## src/aam_defines.vh

```
// Constants for the ARP access-control entry matcher
// Assumes byte addressing on a 32-bit Wishbone bus, one register per word
`ifndef AAM_DEFINES_VH
`define AAM_DEFINES_VH

// Register byte offsets
`define AAM_OFF_CTRL 8'h00
`define AAM_OFF_SIP_ADDR 8'h04
`define AAM_OFF_SIP_MASK 8'h08
`define AAM_OFF_TIP_ADDR 8'h0C
`define AAM_OFF_TIP_MASK 8'h10
`define AAM_OFF_STATUS 8'h14
`define AAM_OFF_HIT_CNT 8'h18
`define AAM_OFF_ARP_CNT 8'h1C

// Control register field positions
`define AAM_CTRL_FTYPE_LSB 0
`define AAM_CTRL_OPC_LSB 4
`define AAM_CTRL_RR_LSB 6
`define AAM_CTRL_SIP_LSB 8
`define AAM_CTRL_TIP_LSB 10
`define AAM_CTRL_SHA_LSB 12
`define AAM_CTRL_THA_LSB 14
`define AAM_CTRL_LEN_LSB 16
`define AAM_CTRL_HRD_LSB 18
`define AAM_CTRL_PRO_LSB 20
`define AAM_CTRL_MASK 32'h003F_FFF7

// Reset values
`define AAM_RST_CTRL 32'h0000_0000
`define AAM_RST_ADDR 32'h0000_0000
`define AAM_RST_MASK 32'hFFFF_FFFF

// Status register field positions
`define AAM_STAT_HIT_BIT 0
`define AAM_STAT_SEEN_BIT 1
`define AAM_STAT_PASS_LSB 16

// Entry frame type codes
`define AAM_FT_ANY 3'h0
`define AAM_FT_ETYPE 3'h1
`define AAM_FT_ARP 3'h2
`define AAM_FT_IPV4 3'h3
`define AAM_FT_IPV6 3'h4

// Frame kind codes from the parser
`define AAM_KIND_OTHER 2'h0
`define AAM_KIND_ARP 2'h1
`define AAM_KIND_IPV4 2'h2
`define AAM_KIND_IPV6 2'h3

// Operation-class settings
`define AAM_OPC_ANY 2'h0
`define AAM_OPC_ARP 2'h1
`define AAM_OPC_RARP 2'h2
`define AAM_OPC_OTHER 2'h3

// Request/reply settings
`define AAM_RR_REQUEST 2'h1
`define AAM_RR_REPLY 2'h2

// IP check modes
`define AAM_IP_HOST 2'h1
`define AAM_IP_NET 2'h2

// Three-valued check settings
`define AAM_TRI_ZERO 2'h1
`define AAM_TRI_ONE 2'h2

// Operation codes
`define AAM_OP_ARP_REQ 16'h0001
`define AAM_OP_ARP_REP 16'h0002
`define AAM_OP_RARP_REQ 16'h0003
`define AAM_OP_RARP_REP 16'h0004

// Field constants
`define AAM_HW_LEN_ETH 8'h06
`define AAM_PROTO_LEN_IP 8'h04
`define AAM_HW_SPACE_ETH 16'h0001
`define AAM_PROTO_SPACE_IP 16'h0800

`endif

```

## src/aam_ip_check.v

```verilog
// Address match for one IP field of the entry: any, host or network
// Assumes mode and addresses are stable in the cycle they are used
`timescale 1ns/1ns
`default_nettype none
`include "aam_defines.vh"
module aam_ip_check #(
  parameter IP_W = 32
) (
  input wire [1:0] mode_i,
  input wire [IP_W-1:0] cfg_addr_i,
  input wire [IP_W-1:0] cfg_mask_i,
  input wire [IP_W-1:0] frame_addr_i,
  output reg pass_o
);

  wire [IP_W-1:0] diff;

  assign diff = cfg_addr_i ^ frame_addr_i;

  always @* begin
    case (mode_i)
      `AAM_IP_HOST: pass_o = ~(|diff);
      `AAM_IP_NET: pass_o = ~(|(diff & cfg_mask_i));
      default: pass_o = 1'b1;
    endcase
  end

endmodule // aam_ip_check
`default_nettype wire

```

## src/aam_matcher.v

```verilog
// ARP/RARP field matcher for one access-control entry, with Wishbone registers
// Assumes a frame parser on clk_i giving one decoded frame per frm_valid_i pulse
// Notes on behaviour
// ARP checks apply only when entry frame type is ARP.
// ARP entry matches only frames the parser marked ARP or RARP.
// Operation class: any, ARP only, RARP only, or neither.
// Unknown class accepts only opcodes outside all ARP and RARP codes.
// Request/reply: any, requests only, or replies only.
// Sender IP host mode needs exact 32-bit equality; any ignores it.
// Sender IP network mode compares only where sender mask bits are one.
// Target IP uses same any, host and network modes on target address.
// Hardware comparisons use the frame's received Ethernet source MAC.
// Sender hardware check: 1 equal to source MAC, 0 different, any ignores.
// Target hardware check: 1 equal to source MAC, 0 different, any ignores.
// Length check 1 needs hardware length 0x06 and protocol length 0x04.
// Hardware space check 1 needs hardware space code equal to 1.
// Protocol space check 1 needs protocol space code equal to 0x800.
// Any setting of a three-valued check always passes.
// Setting 0 of length and space checks needs the field unequal.
// Hit only when frame type passes and, on ARP entries, every enabled check passes too.
`timescale 1ns/1ns
`default_nettype none
`include "aam_defines.vh"
module aam_matcher #(
  parameter MAC_W = 48,
  parameter IP_W = 32,
  parameter CNT_W = 32
) (
  input wire clk_i,
  input wire rst_i,
  input wire wb_cyc_i,
  input wire wb_stb_i,
  input wire wb_we_i,
  input wire [7:0] wb_adr_i,
  input wire [3:0] wb_sel_i,
  input wire [31:0] wb_dat_i,
  output reg [31:0] wb_dat_o,
  output reg wb_ack_o,
  input wire frm_valid_i,
  input wire [1:0] frm_kind_i,
  input wire [15:0] frm_arp_command_field_i,
  input wire [MAC_W-1:0] frm_source_mac_i,
  input wire [MAC_W-1:0] frm_sender_hw_address_i,
  input wire [MAC_W-1:0] frm_target_hw_address_i,
  input wire [IP_W-1:0] frm_sender_ip_i,
  input wire [IP_W-1:0] frm_target_ip_i,
  input wire [7:0] frm_hw_addr_length_i,
  input wire [7:0] frm_proto_addr_length_i,
  input wire [15:0] frm_hw_addr_space_i,
  input wire [15:0] frm_protocol_space_code_i,
  output reg result_valid_o,
  output reg hit_o,
  output reg miss_o
);

  localparam NCHK = 10;

  // Configuration and status registers
  reg [31:0] ctrl_r;
  reg [IP_W-1:0] sip_addr_r;
  reg [IP_W-1:0] sip_mask_r;
  reg [IP_W-1:0] tip_addr_r;
  reg [IP_W-1:0] tip_mask_r;
  reg last_hit_r;
  reg seen_r;
  reg [NCHK-1:0] pass_r;
  wire [CNT_W-1:0] hit_cnt;
  wire [CNT_W-1:0] arp_cnt;

  // Bus decode
  wire bus_req;
  wire bus_wr;
  wire bus_rd;
  wire [31:0] wmask;
  reg [31:0] rd_nxt;
  wire [1:0] cnt_clr;
  wire [1:0] cnt_evt;
  genvar gi;
  genvar gc;

  // Control fields
  wire [2:0] ftype;
  wire [1:0] opc_mode;
  wire [1:0] rr_mode;
  wire [1:0] sip_mode;
  wire [1:0] tip_mode;
  wire [1:0] sha_mode;
  wire [1:0] tha_mode;
  wire [1:0] len_mode;
  wire [1:0] hrd_mode;
  wire [1:0] pro_mode;

  // Opcode decode
  wire op_is_arp;
  wire op_is_rarp;
  wire op_is_req;
  wire op_is_rep;

  // Per-check results
  reg type_ok;
  reg opc_ok;
  reg rr_ok;
  wire sip_ok;
  wire tip_ok;
  wire sha_ok;
  wire tha_ok;
  wire len_ok;
  wire hrd_ok;
  wire pro_ok;
  wire arp_all_ok;
  wire [NCHK-1:0] pass_nxt;
  wire hit_nxt;
  wire arp_frame;

  // Three-valued check: any passes, setting 0 wants inequality, setting 1 equality
  function tri_ok;
    input [1:0] mode;
    input eq;
    begin
      case (mode)
        `AAM_TRI_ZERO: tri_ok = ~eq;
        `AAM_TRI_ONE: tri_ok = eq;
        default: tri_ok = 1'b1;
      endcase
    end
  endfunction

  // Field extraction from control
  assign ftype = ctrl_r[`AAM_CTRL_FTYPE_LSB +: 3];
  assign opc_mode = ctrl_r[`AAM_CTRL_OPC_LSB +: 2];
  assign rr_mode = ctrl_r[`AAM_CTRL_RR_LSB +: 2];
  assign sip_mode = ctrl_r[`AAM_CTRL_SIP_LSB +: 2];
  assign tip_mode = ctrl_r[`AAM_CTRL_TIP_LSB +: 2];
  assign sha_mode = ctrl_r[`AAM_CTRL_SHA_LSB +: 2];
  assign tha_mode = ctrl_r[`AAM_CTRL_THA_LSB +: 2];
  assign len_mode = ctrl_r[`AAM_CTRL_LEN_LSB +: 2];
  assign hrd_mode = ctrl_r[`AAM_CTRL_HRD_LSB +: 2];
  assign pro_mode = ctrl_r[`AAM_CTRL_PRO_LSB +: 2];

  // Opcode classes
  assign op_is_arp = (frm_arp_command_field_i == `AAM_OP_ARP_REQ) ||
                     (frm_arp_command_field_i == `AAM_OP_ARP_REP);
  assign op_is_rarp = (frm_arp_command_field_i == `AAM_OP_RARP_REQ) ||
                      (frm_arp_command_field_i == `AAM_OP_RARP_REP);
  assign op_is_req = (frm_arp_command_field_i == `AAM_OP_ARP_REQ) ||
                     (frm_arp_command_field_i == `AAM_OP_RARP_REQ);
  assign op_is_rep = (frm_arp_command_field_i == `AAM_OP_ARP_REP) ||
                     (frm_arp_command_field_i == `AAM_OP_RARP_REP);

  // Frame type condition
  always @* begin
    case (ftype)
      `AAM_FT_ANY: type_ok = 1'b1;
      `AAM_FT_ETYPE: type_ok = (frm_kind_i == `AAM_KIND_OTHER);
      `AAM_FT_ARP: type_ok = (frm_kind_i == `AAM_KIND_ARP);
      `AAM_FT_IPV4: type_ok = (frm_kind_i == `AAM_KIND_IPV4);
      `AAM_FT_IPV6: type_ok = (frm_kind_i == `AAM_KIND_IPV6);
      default: type_ok = 1'b0;
    endcase
  end

  // Operation class
  always @* begin
    case (opc_mode)
      `AAM_OPC_ARP: opc_ok = op_is_arp;
      `AAM_OPC_RARP: opc_ok = op_is_rarp;
      // Unknown opcode only
      `AAM_OPC_OTHER: opc_ok = ~op_is_arp & ~op_is_rarp;
      default: opc_ok = 1'b1;
    endcase
  end

  // Request or reply
  always @* begin
    case (rr_mode)
      `AAM_RR_REQUEST: rr_ok = op_is_req;
      `AAM_RR_REPLY: rr_ok = op_is_rep;
      default: rr_ok = 1'b1;
    endcase
  end

  // Sender address match
  aam_ip_check #(
    .IP_W(IP_W)
  ) u_sender_ip (
    .mode_i(sip_mode),
    .cfg_addr_i(sip_addr_r),
    .cfg_mask_i(sip_mask_r),
    .frame_addr_i(frm_sender_ip_i),
    .pass_o(sip_ok)
  );

  // Target address match
  aam_ip_check #(
    .IP_W(IP_W)
  ) u_target_ip (
    .mode_i(tip_mode),
    .cfg_addr_i(tip_addr_r),
    .cfg_mask_i(tip_mask_r),
    .frame_addr_i(frm_target_ip_i),
    .pass_o(tip_ok)
  );

  // Sender hardware address against source MAC
  assign sha_ok = tri_ok(sha_mode, frm_sender_hw_address_i == frm_source_mac_i);
  // Target hardware address against source MAC
  assign tha_ok = tri_ok(tha_mode, frm_target_hw_address_i == frm_source_mac_i);
  // Address lengths
  assign len_ok = tri_ok(len_mode, (frm_hw_addr_length_i == `AAM_HW_LEN_ETH) &&
                                   (frm_proto_addr_length_i == `AAM_PROTO_LEN_IP));
  // Hardware space code
  assign hrd_ok = tri_ok(hrd_mode, frm_hw_addr_space_i == `AAM_HW_SPACE_ETH);
  // Protocol space code
  assign pro_ok = tri_ok(pro_mode, frm_protocol_space_code_i == `AAM_PROTO_SPACE_IP);

  // Combined checks and per-check status vector
  assign arp_all_ok = opc_ok & rr_ok & sip_ok & tip_ok & sha_ok &
                      tha_ok & len_ok & hrd_ok & pro_ok;
  assign pass_nxt = {pro_ok, hrd_ok, len_ok, tha_ok, sha_ok,
                     tip_ok, sip_ok, rr_ok, opc_ok, type_ok};
  // Frames the parser marked ARP or RARP
  assign arp_frame = frm_valid_i & (frm_kind_i == `AAM_KIND_ARP);

  // ARP checks count only for ARP entries
  assign hit_nxt = type_ok & ((ftype != `AAM_FT_ARP) | arp_all_ok);

  // Result outputs, one cycle after the frame
  always @(posedge clk_i) begin
    if (rst_i) begin
      result_valid_o <= 1'b0;
      hit_o <= 1'b0;
      miss_o <= 1'b0;
      last_hit_r <= 1'b0;
      seen_r <= 1'b0;
      pass_r <= {NCHK{1'b0}};
    end else begin
      result_valid_o <= frm_valid_i;
      // Hit or miss per frame
      hit_o <= frm_valid_i & hit_nxt;
      miss_o <= frm_valid_i & ~hit_nxt;
      if (frm_valid_i) begin
        last_hit_r <= hit_nxt;
        seen_r <= 1'b1;
        pass_r <= pass_nxt;
      end
    end
  end

  // Wishbone classic slave
  // A take needs ack low, so each request is taken once
  assign bus_req = wb_cyc_i & wb_stb_i & ~wb_ack_o;
  assign bus_wr = bus_req & wb_we_i;
  assign bus_rd = bus_req & ~wb_we_i;
  // Byte lane write mask
  generate
    for (gi = 0; gi < 4; gi = gi + 1) begin : g_lane
      assign wmask[gi*8 +: 8] = {8{wb_sel_i[gi]}};
    end
  endgenerate

  // Read data select
  always @* begin
    rd_nxt = 32'h0000_0000;
    case ({wb_adr_i[7:2], 2'b00})
      `AAM_OFF_CTRL: rd_nxt = ctrl_r & `AAM_CTRL_MASK;
      `AAM_OFF_SIP_ADDR: rd_nxt = sip_addr_r;
      `AAM_OFF_SIP_MASK: rd_nxt = sip_mask_r;
      `AAM_OFF_TIP_ADDR: rd_nxt = tip_addr_r;
      `AAM_OFF_TIP_MASK: rd_nxt = tip_mask_r;
      // Last verdict and per-check pass
      `AAM_OFF_STATUS: begin
        rd_nxt[`AAM_STAT_HIT_BIT] = last_hit_r;
        rd_nxt[`AAM_STAT_SEEN_BIT] = seen_r;
        rd_nxt[`AAM_STAT_PASS_LSB +: NCHK] = pass_r;
      end
      `AAM_OFF_HIT_CNT: rd_nxt = hit_cnt;
      `AAM_OFF_ARP_CNT: rd_nxt = arp_cnt;
      default: rd_nxt = 32'h0000_0000;
    endcase
  end

  // Registered ack and read data
  always @(posedge clk_i) begin
    if (rst_i) begin
      wb_ack_o <= 1'b0;
      wb_dat_o <= 32'h0000_0000;
    end else begin
      wb_ack_o <= bus_req;
      if (bus_rd) begin
        wb_dat_o <= rd_nxt;
      end
    end
  end

  // Configuration writes, honouring byte selects
  always @(posedge clk_i) begin
    if (rst_i) begin
      ctrl_r <= `AAM_RST_CTRL;
      sip_addr_r <= `AAM_RST_ADDR;
      sip_mask_r <= `AAM_RST_MASK;
      tip_addr_r <= `AAM_RST_ADDR;
      tip_mask_r <= `AAM_RST_MASK;
    end else if (bus_wr) begin
      case ({wb_adr_i[7:2], 2'b00})
        `AAM_OFF_CTRL: ctrl_r <= ((ctrl_r & ~wmask) | (wb_dat_i & wmask)) & `AAM_CTRL_MASK;
        `AAM_OFF_SIP_ADDR: sip_addr_r <= (sip_addr_r & ~wmask) | (wb_dat_i & wmask);
        `AAM_OFF_SIP_MASK: sip_mask_r <= (sip_mask_r & ~wmask) | (wb_dat_i & wmask);
        `AAM_OFF_TIP_ADDR: tip_addr_r <= (tip_addr_r & ~wmask) | (wb_dat_i & wmask);
        `AAM_OFF_TIP_MASK: tip_mask_r <= (tip_mask_r & ~wmask) | (wb_dat_i & wmask);
        // Unmapped writes are ignored
        default: ctrl_r <= ctrl_r;
      endcase
    end
  end

  // Counters: a write clears, a same-cycle event still counts
  // Index 0 counts hits, index 1 counts ARP-kind frames
  assign cnt_clr[0] = bus_wr && ({wb_adr_i[7:2], 2'b00} == `AAM_OFF_HIT_CNT);
  assign cnt_clr[1] = bus_wr && ({wb_adr_i[7:2], 2'b00} == `AAM_OFF_ARP_CNT);
  assign cnt_evt[0] = frm_valid_i & hit_nxt;
  assign cnt_evt[1] = arp_frame;

  generate
    for (gc = 0; gc < 2; gc = gc + 1) begin : g_cnt
      reg [CNT_W-1:0] cnt_r;
      always @(posedge clk_i) begin
        if (rst_i) begin
          cnt_r <= {CNT_W{1'b0}};
        end else if (cnt_clr[gc]) begin
          cnt_r <= {{(CNT_W-1){1'b0}}, cnt_evt[gc]};
        end else if (cnt_evt[gc]) begin
          cnt_r <= cnt_r + {{(CNT_W-1){1'b0}}, 1'b1};
        end
      end
    end
  endgenerate

  assign hit_cnt = g_cnt[0].cnt_r;
  assign arp_cnt = g_cnt[1].cnt_r;

endmodule // aam_matcher
`default_nettype wire

```

## config.mk

```make
export PLATFORM = sky130hd
export DESIGN_NAME = aam_matcher
export DESIGN_NICKNAME = d
export VERILOG_FILES = /design/src/aam_ip_check.v /design/src/aam_matcher.v
export VERILOG_INCLUDE_DIRS = /design/src /design/src/src
export SDC_FILE = /design/constraint.sdc
export NUM_CORES = 1
export LEC_CHECK = 0
export ABC_AREA = 1
export ABC_CLOCK_PERIOD_IN_PS = 2050
export BUFFER_PORTS_ARGS = -buffer_cell sky130_fd_sc_hd__buf_2
export CAP_MARGIN = 30
export CELL_PAD_IN_SITES_DETAIL_PLACEMENT = 1
export CELL_PAD_IN_SITES_GLOBAL_PLACEMENT = 1
export CORE_MARGIN = 3
export CORE_UTILIZATION = 39
export CTS_CLUSTER_DIAMETER = 80
export DETAILED_ROUTE_END_ITERATION = 8
export PLACE_DENSITY_LB_ADDON = 0.1
export SYNTH_ARGS = -nofsm -noshare
export SYNTH_HDL_FRONTEND = slang
export SYNTH_SLANG_ARGS = --single-unit
```

## constraint.sdc

```tcl
create_clock -name clk_i -period 2.05 [get_ports clk_i]
set_input_delay 0.205 -clock clk_i [delete_from_list [all_inputs] [get_ports clk_i]]
set_output_delay 0.205 -clock clk_i [all_outputs]
set_load 0.05 [all_outputs]
```

==> results.json <==
{
  "synth_largest_area_cell": "dfxtp_1",
  "finClkSkew_ps": 29.14,
  "placed_cells": 3673,
  "total_power_mw": 13.06,
  "cp_data_required_time_ps": 2570,
  "drive_above_1_share_pct": 29.90,
  "root_buffer": "clkbuf_16",
  "r2r_end": "g_cnt[0].cnt_r[19]",
  "grt-ovfl-total": 0,
  "crit_arrival_ps": 2870,
  "relSlewSlack_pct": 51.95,
  "tightest_slew_ps": 715.3,
  "track_usage_pct": 33.59,
  "ys_top_cells_by_count": "806 x nand2_1, 285 x inv_1, 261 x dfxtp_1",
  "vias_per_cell": 5.330,
  "violations": "setup timing",
  "hold_class": "primary input to register",
  "fin_area_um2": 23240,
  "cpMostUsedCell": "nand3_2",
  "path_delay_family": "simple AND/OR/NAND/NOR gates",
  "cts.sinks": 261,
  "drc_errors": 0,
  "wl_per_cell_um": 21.10,
  "rsz0062_at_grt": "yes",
  "insertion_delay_ps": 600,
  "power_density_nw_per_um2": 562.0,
  "yosysUniqueCellTypes": 49,
  "hp-start": "wb_sel_i[1]",
  "setup_viol_count_final": 43,
  "layout_setup_ws_ps": -303.2,
  "syn-num-nets": 2945,
  "synth_top_flop_cell": "dfxtp_1",
  "placementRows": 75,
  "slowest_stage": "dfxtp_2",
  "htree_num_levels": 1,
  "crit_path_cell_trace": "xnor2_2, nand3_2, nand3b_1, nor2_1, nand2_1, nand3_2, nand2_2, nor2_4, nand2_4, nand2_8, buf_12, clkbuf_16, nand3_2, a21oi_2",
  "dp_hpwl_um": 61380,
  "cts_tree": "yes",
  "critical_path_buf_inv_count": 2,
  "place_area_um2": 20810,
  "slowest_delay_ps": 330,
  "ir_drop_v": 0.0005229,
  "yosys_warnings": 0,
  "hold_ws_ps": 39.51,
  "ios": 360,
  "grt_pass1_vias": 21100,
  "gp_congestion": 0.9275,
  "finalWirelength_um": 80220,
  "synth.most_common_cell": "nand2_1",
  "ys_async_sr_fraction_pct": 0,
  "nets": 3579,
  "synth_top_area_share_pct": 31.31,
  "status": "complete, but fails checks",
  "die_area_um2": 45300,
  "syn_area_um2": 16690,
  "dp_slack_ps": -381.8,
  "grt_first_pass_wirelength_um": 118200,
  "maxCapViolCount": 0,
  "antenna_found_initial": 8,
  "synth-seq-area-share_pct": 31.31,
  "rrSetupSlack_ps": -300,
  "crit_fanout": 7,
  "start_util_pct": 39.60,
  "io_buffer_count": 357,
  "final_cells": 3802,
  "grt_max_degree": 114,
  "hold_depth": 3,
  "finalCritPeriodShare_pct": 114.8,
  "r2r_cells": 14,
  "critical_path_class": "register to register",
  "drt-initial-drc-count": 1334,
  "die_h_um": 212.8,
  "ys_ff_latch": 261,
  "coreArea_um2": 42130,
  "finalHoldViolations": 0,
  "drv_slew": 0,
  "ant_nets": 0,
  "synth_cells": 2603,
  "num_vias": 20270,
  "cts_buffer_depth": 3,
  "max_clock_freq_mhz": 425.0,
  "die_w_um": 212.8,
  "path_clk_slew_ps": 60,
  "cts_buffers": 31,
  "critPathCaptureType": "register",
  "yosys-top-cells-area": "dfxtp_1 31%, nand2_1 18%, inv_1 6.4%",
  "worstSetupStartpointType": "register",
  "synth_edf_count": 0,
  "area_delta_synth_final_pct": 39.25,
  "p_leak_nw": 10.77,
  "min_period_ps": 2353,
  "syn_avg_cell_area_um2": 6.410,
  "drt_first_pass_iters": 5
}
==> tightest hold or removal path: cells and delay by family <==
family          cells  cell delay (ps)
buf+inv             1              200
compound gates      1               70
simple gates        1              120
==> per-stage QoR <==
stage | setup TNS, ps | util, %
final | -8784 | 55.15
after global routing | -12300 | 55.15
after floorplan | 0 | -
after CTS | -5113 | 53.82
after global placement | -20180 | 49.39
after detailed placement | -23660 | 49.39
==> logic make-up (layout without fill, tap and decap cells) <==
kind of cell / count (synthesis) / after routing / share of synthesized area [%]
other: 0 / 2 / 0
adder cells (fa/ha/maj): 18 / 18 / 1.350
AO/OA/AOI/OAI: 376 / 376 / 13.72
XOR/XNOR: 120 / 120 / 6.299
buffers and inverters: 413 / 1067 / 9.876
flip-flops: 261 / 261 / 31.31
AND/OR/NAND/NOR: 1415 / 1419 / 37.44
==> report_power, final <==
part	internal [mW]	switching, mW	total [mW]
registers	5.11	0.0288	5.14
clock network	3.78	2.41	6.18
logic	0.681	1.06	1.74
==> final cells by class <==
type,count,area (um2)
clock buffers,43,890.9
diodes,2,5.005
well taps,539,674.4
clock inverters,14,231.5
repair buffers,676,4539
multi-input cells,1933,10380
fillers,5693,18900
flip-flops and latches,261,5250
inverters,334,1261
==> worst max path at each step <==
stage / to / slack (ps) / cells past startpoint
2_1_floorplan: register / 190 / 10
3_3_place_gp: g_cnt[0].cnt_r[7] / -340 / 16
3_5_place_dp: register / -380 / 10
4_1_cts: g_cnt[0].cnt_r[20] / -190 / 16
5_1_grt: g_cnt[0].cnt_r[19] / -370 / 17
6_report: g_cnt[0].cnt_r[19] / -300 / 14
==> placed cells by master, fill, tap and decap left out, types with 15 or more instances in the layout <==
cell type,synthesis,layout
nor3_1,39,37
nand3_1,182,167
or2_1,17,15
buf_12,3,15
buf_2,12,356
o22ai_1,22,22
a21oi_2,28,34
nand2_2,34,57
a21oi_1,149,143
nand3_2,33,37
xor2_1,67,65
a22oi_1,28,28
a221oi_1,25,25
buf_4,3,255
nor2_2,21,31
nor2_1,222,201
inv_1,285,275
clkinv_1,18,17
nand4_1,25,25
dfxtp_1,261,241
ha_1,18,17
o2111ai_1,15,15
o21ai_0,89,82
dfxtp_2,0,20
nand2_1,806,773
inv_2,31,39
clkbuf_16,0,33
dlygate4sd3_1,0,38
xnor2_1,53,51
==> metal layers <==
| layer | track usage [%] | part of all wire [%] | up-vias |
|---|---|---|---|
| li1 | - | - | 9625 |
| met1 | 41.39 | 41 | 9758 |
| met2 | 58.48 | 48 | 683 |
| met3 | 5.334 | 6.3 | 188 |
| met4 | 13.72 | 4.6 | 12 |
| met5 | 0 | 0.11 | - |
==> repair_timing <==
item                       CTS  global route
setup endpoints to repair   82           138
cloned                       4             2
hold endpoints to repair   114             0
setup buffers               14            16
pin swaps                   13            58
resized for setup           62           112
hold buffers                38             0
(Power assumes the default switching activity.)
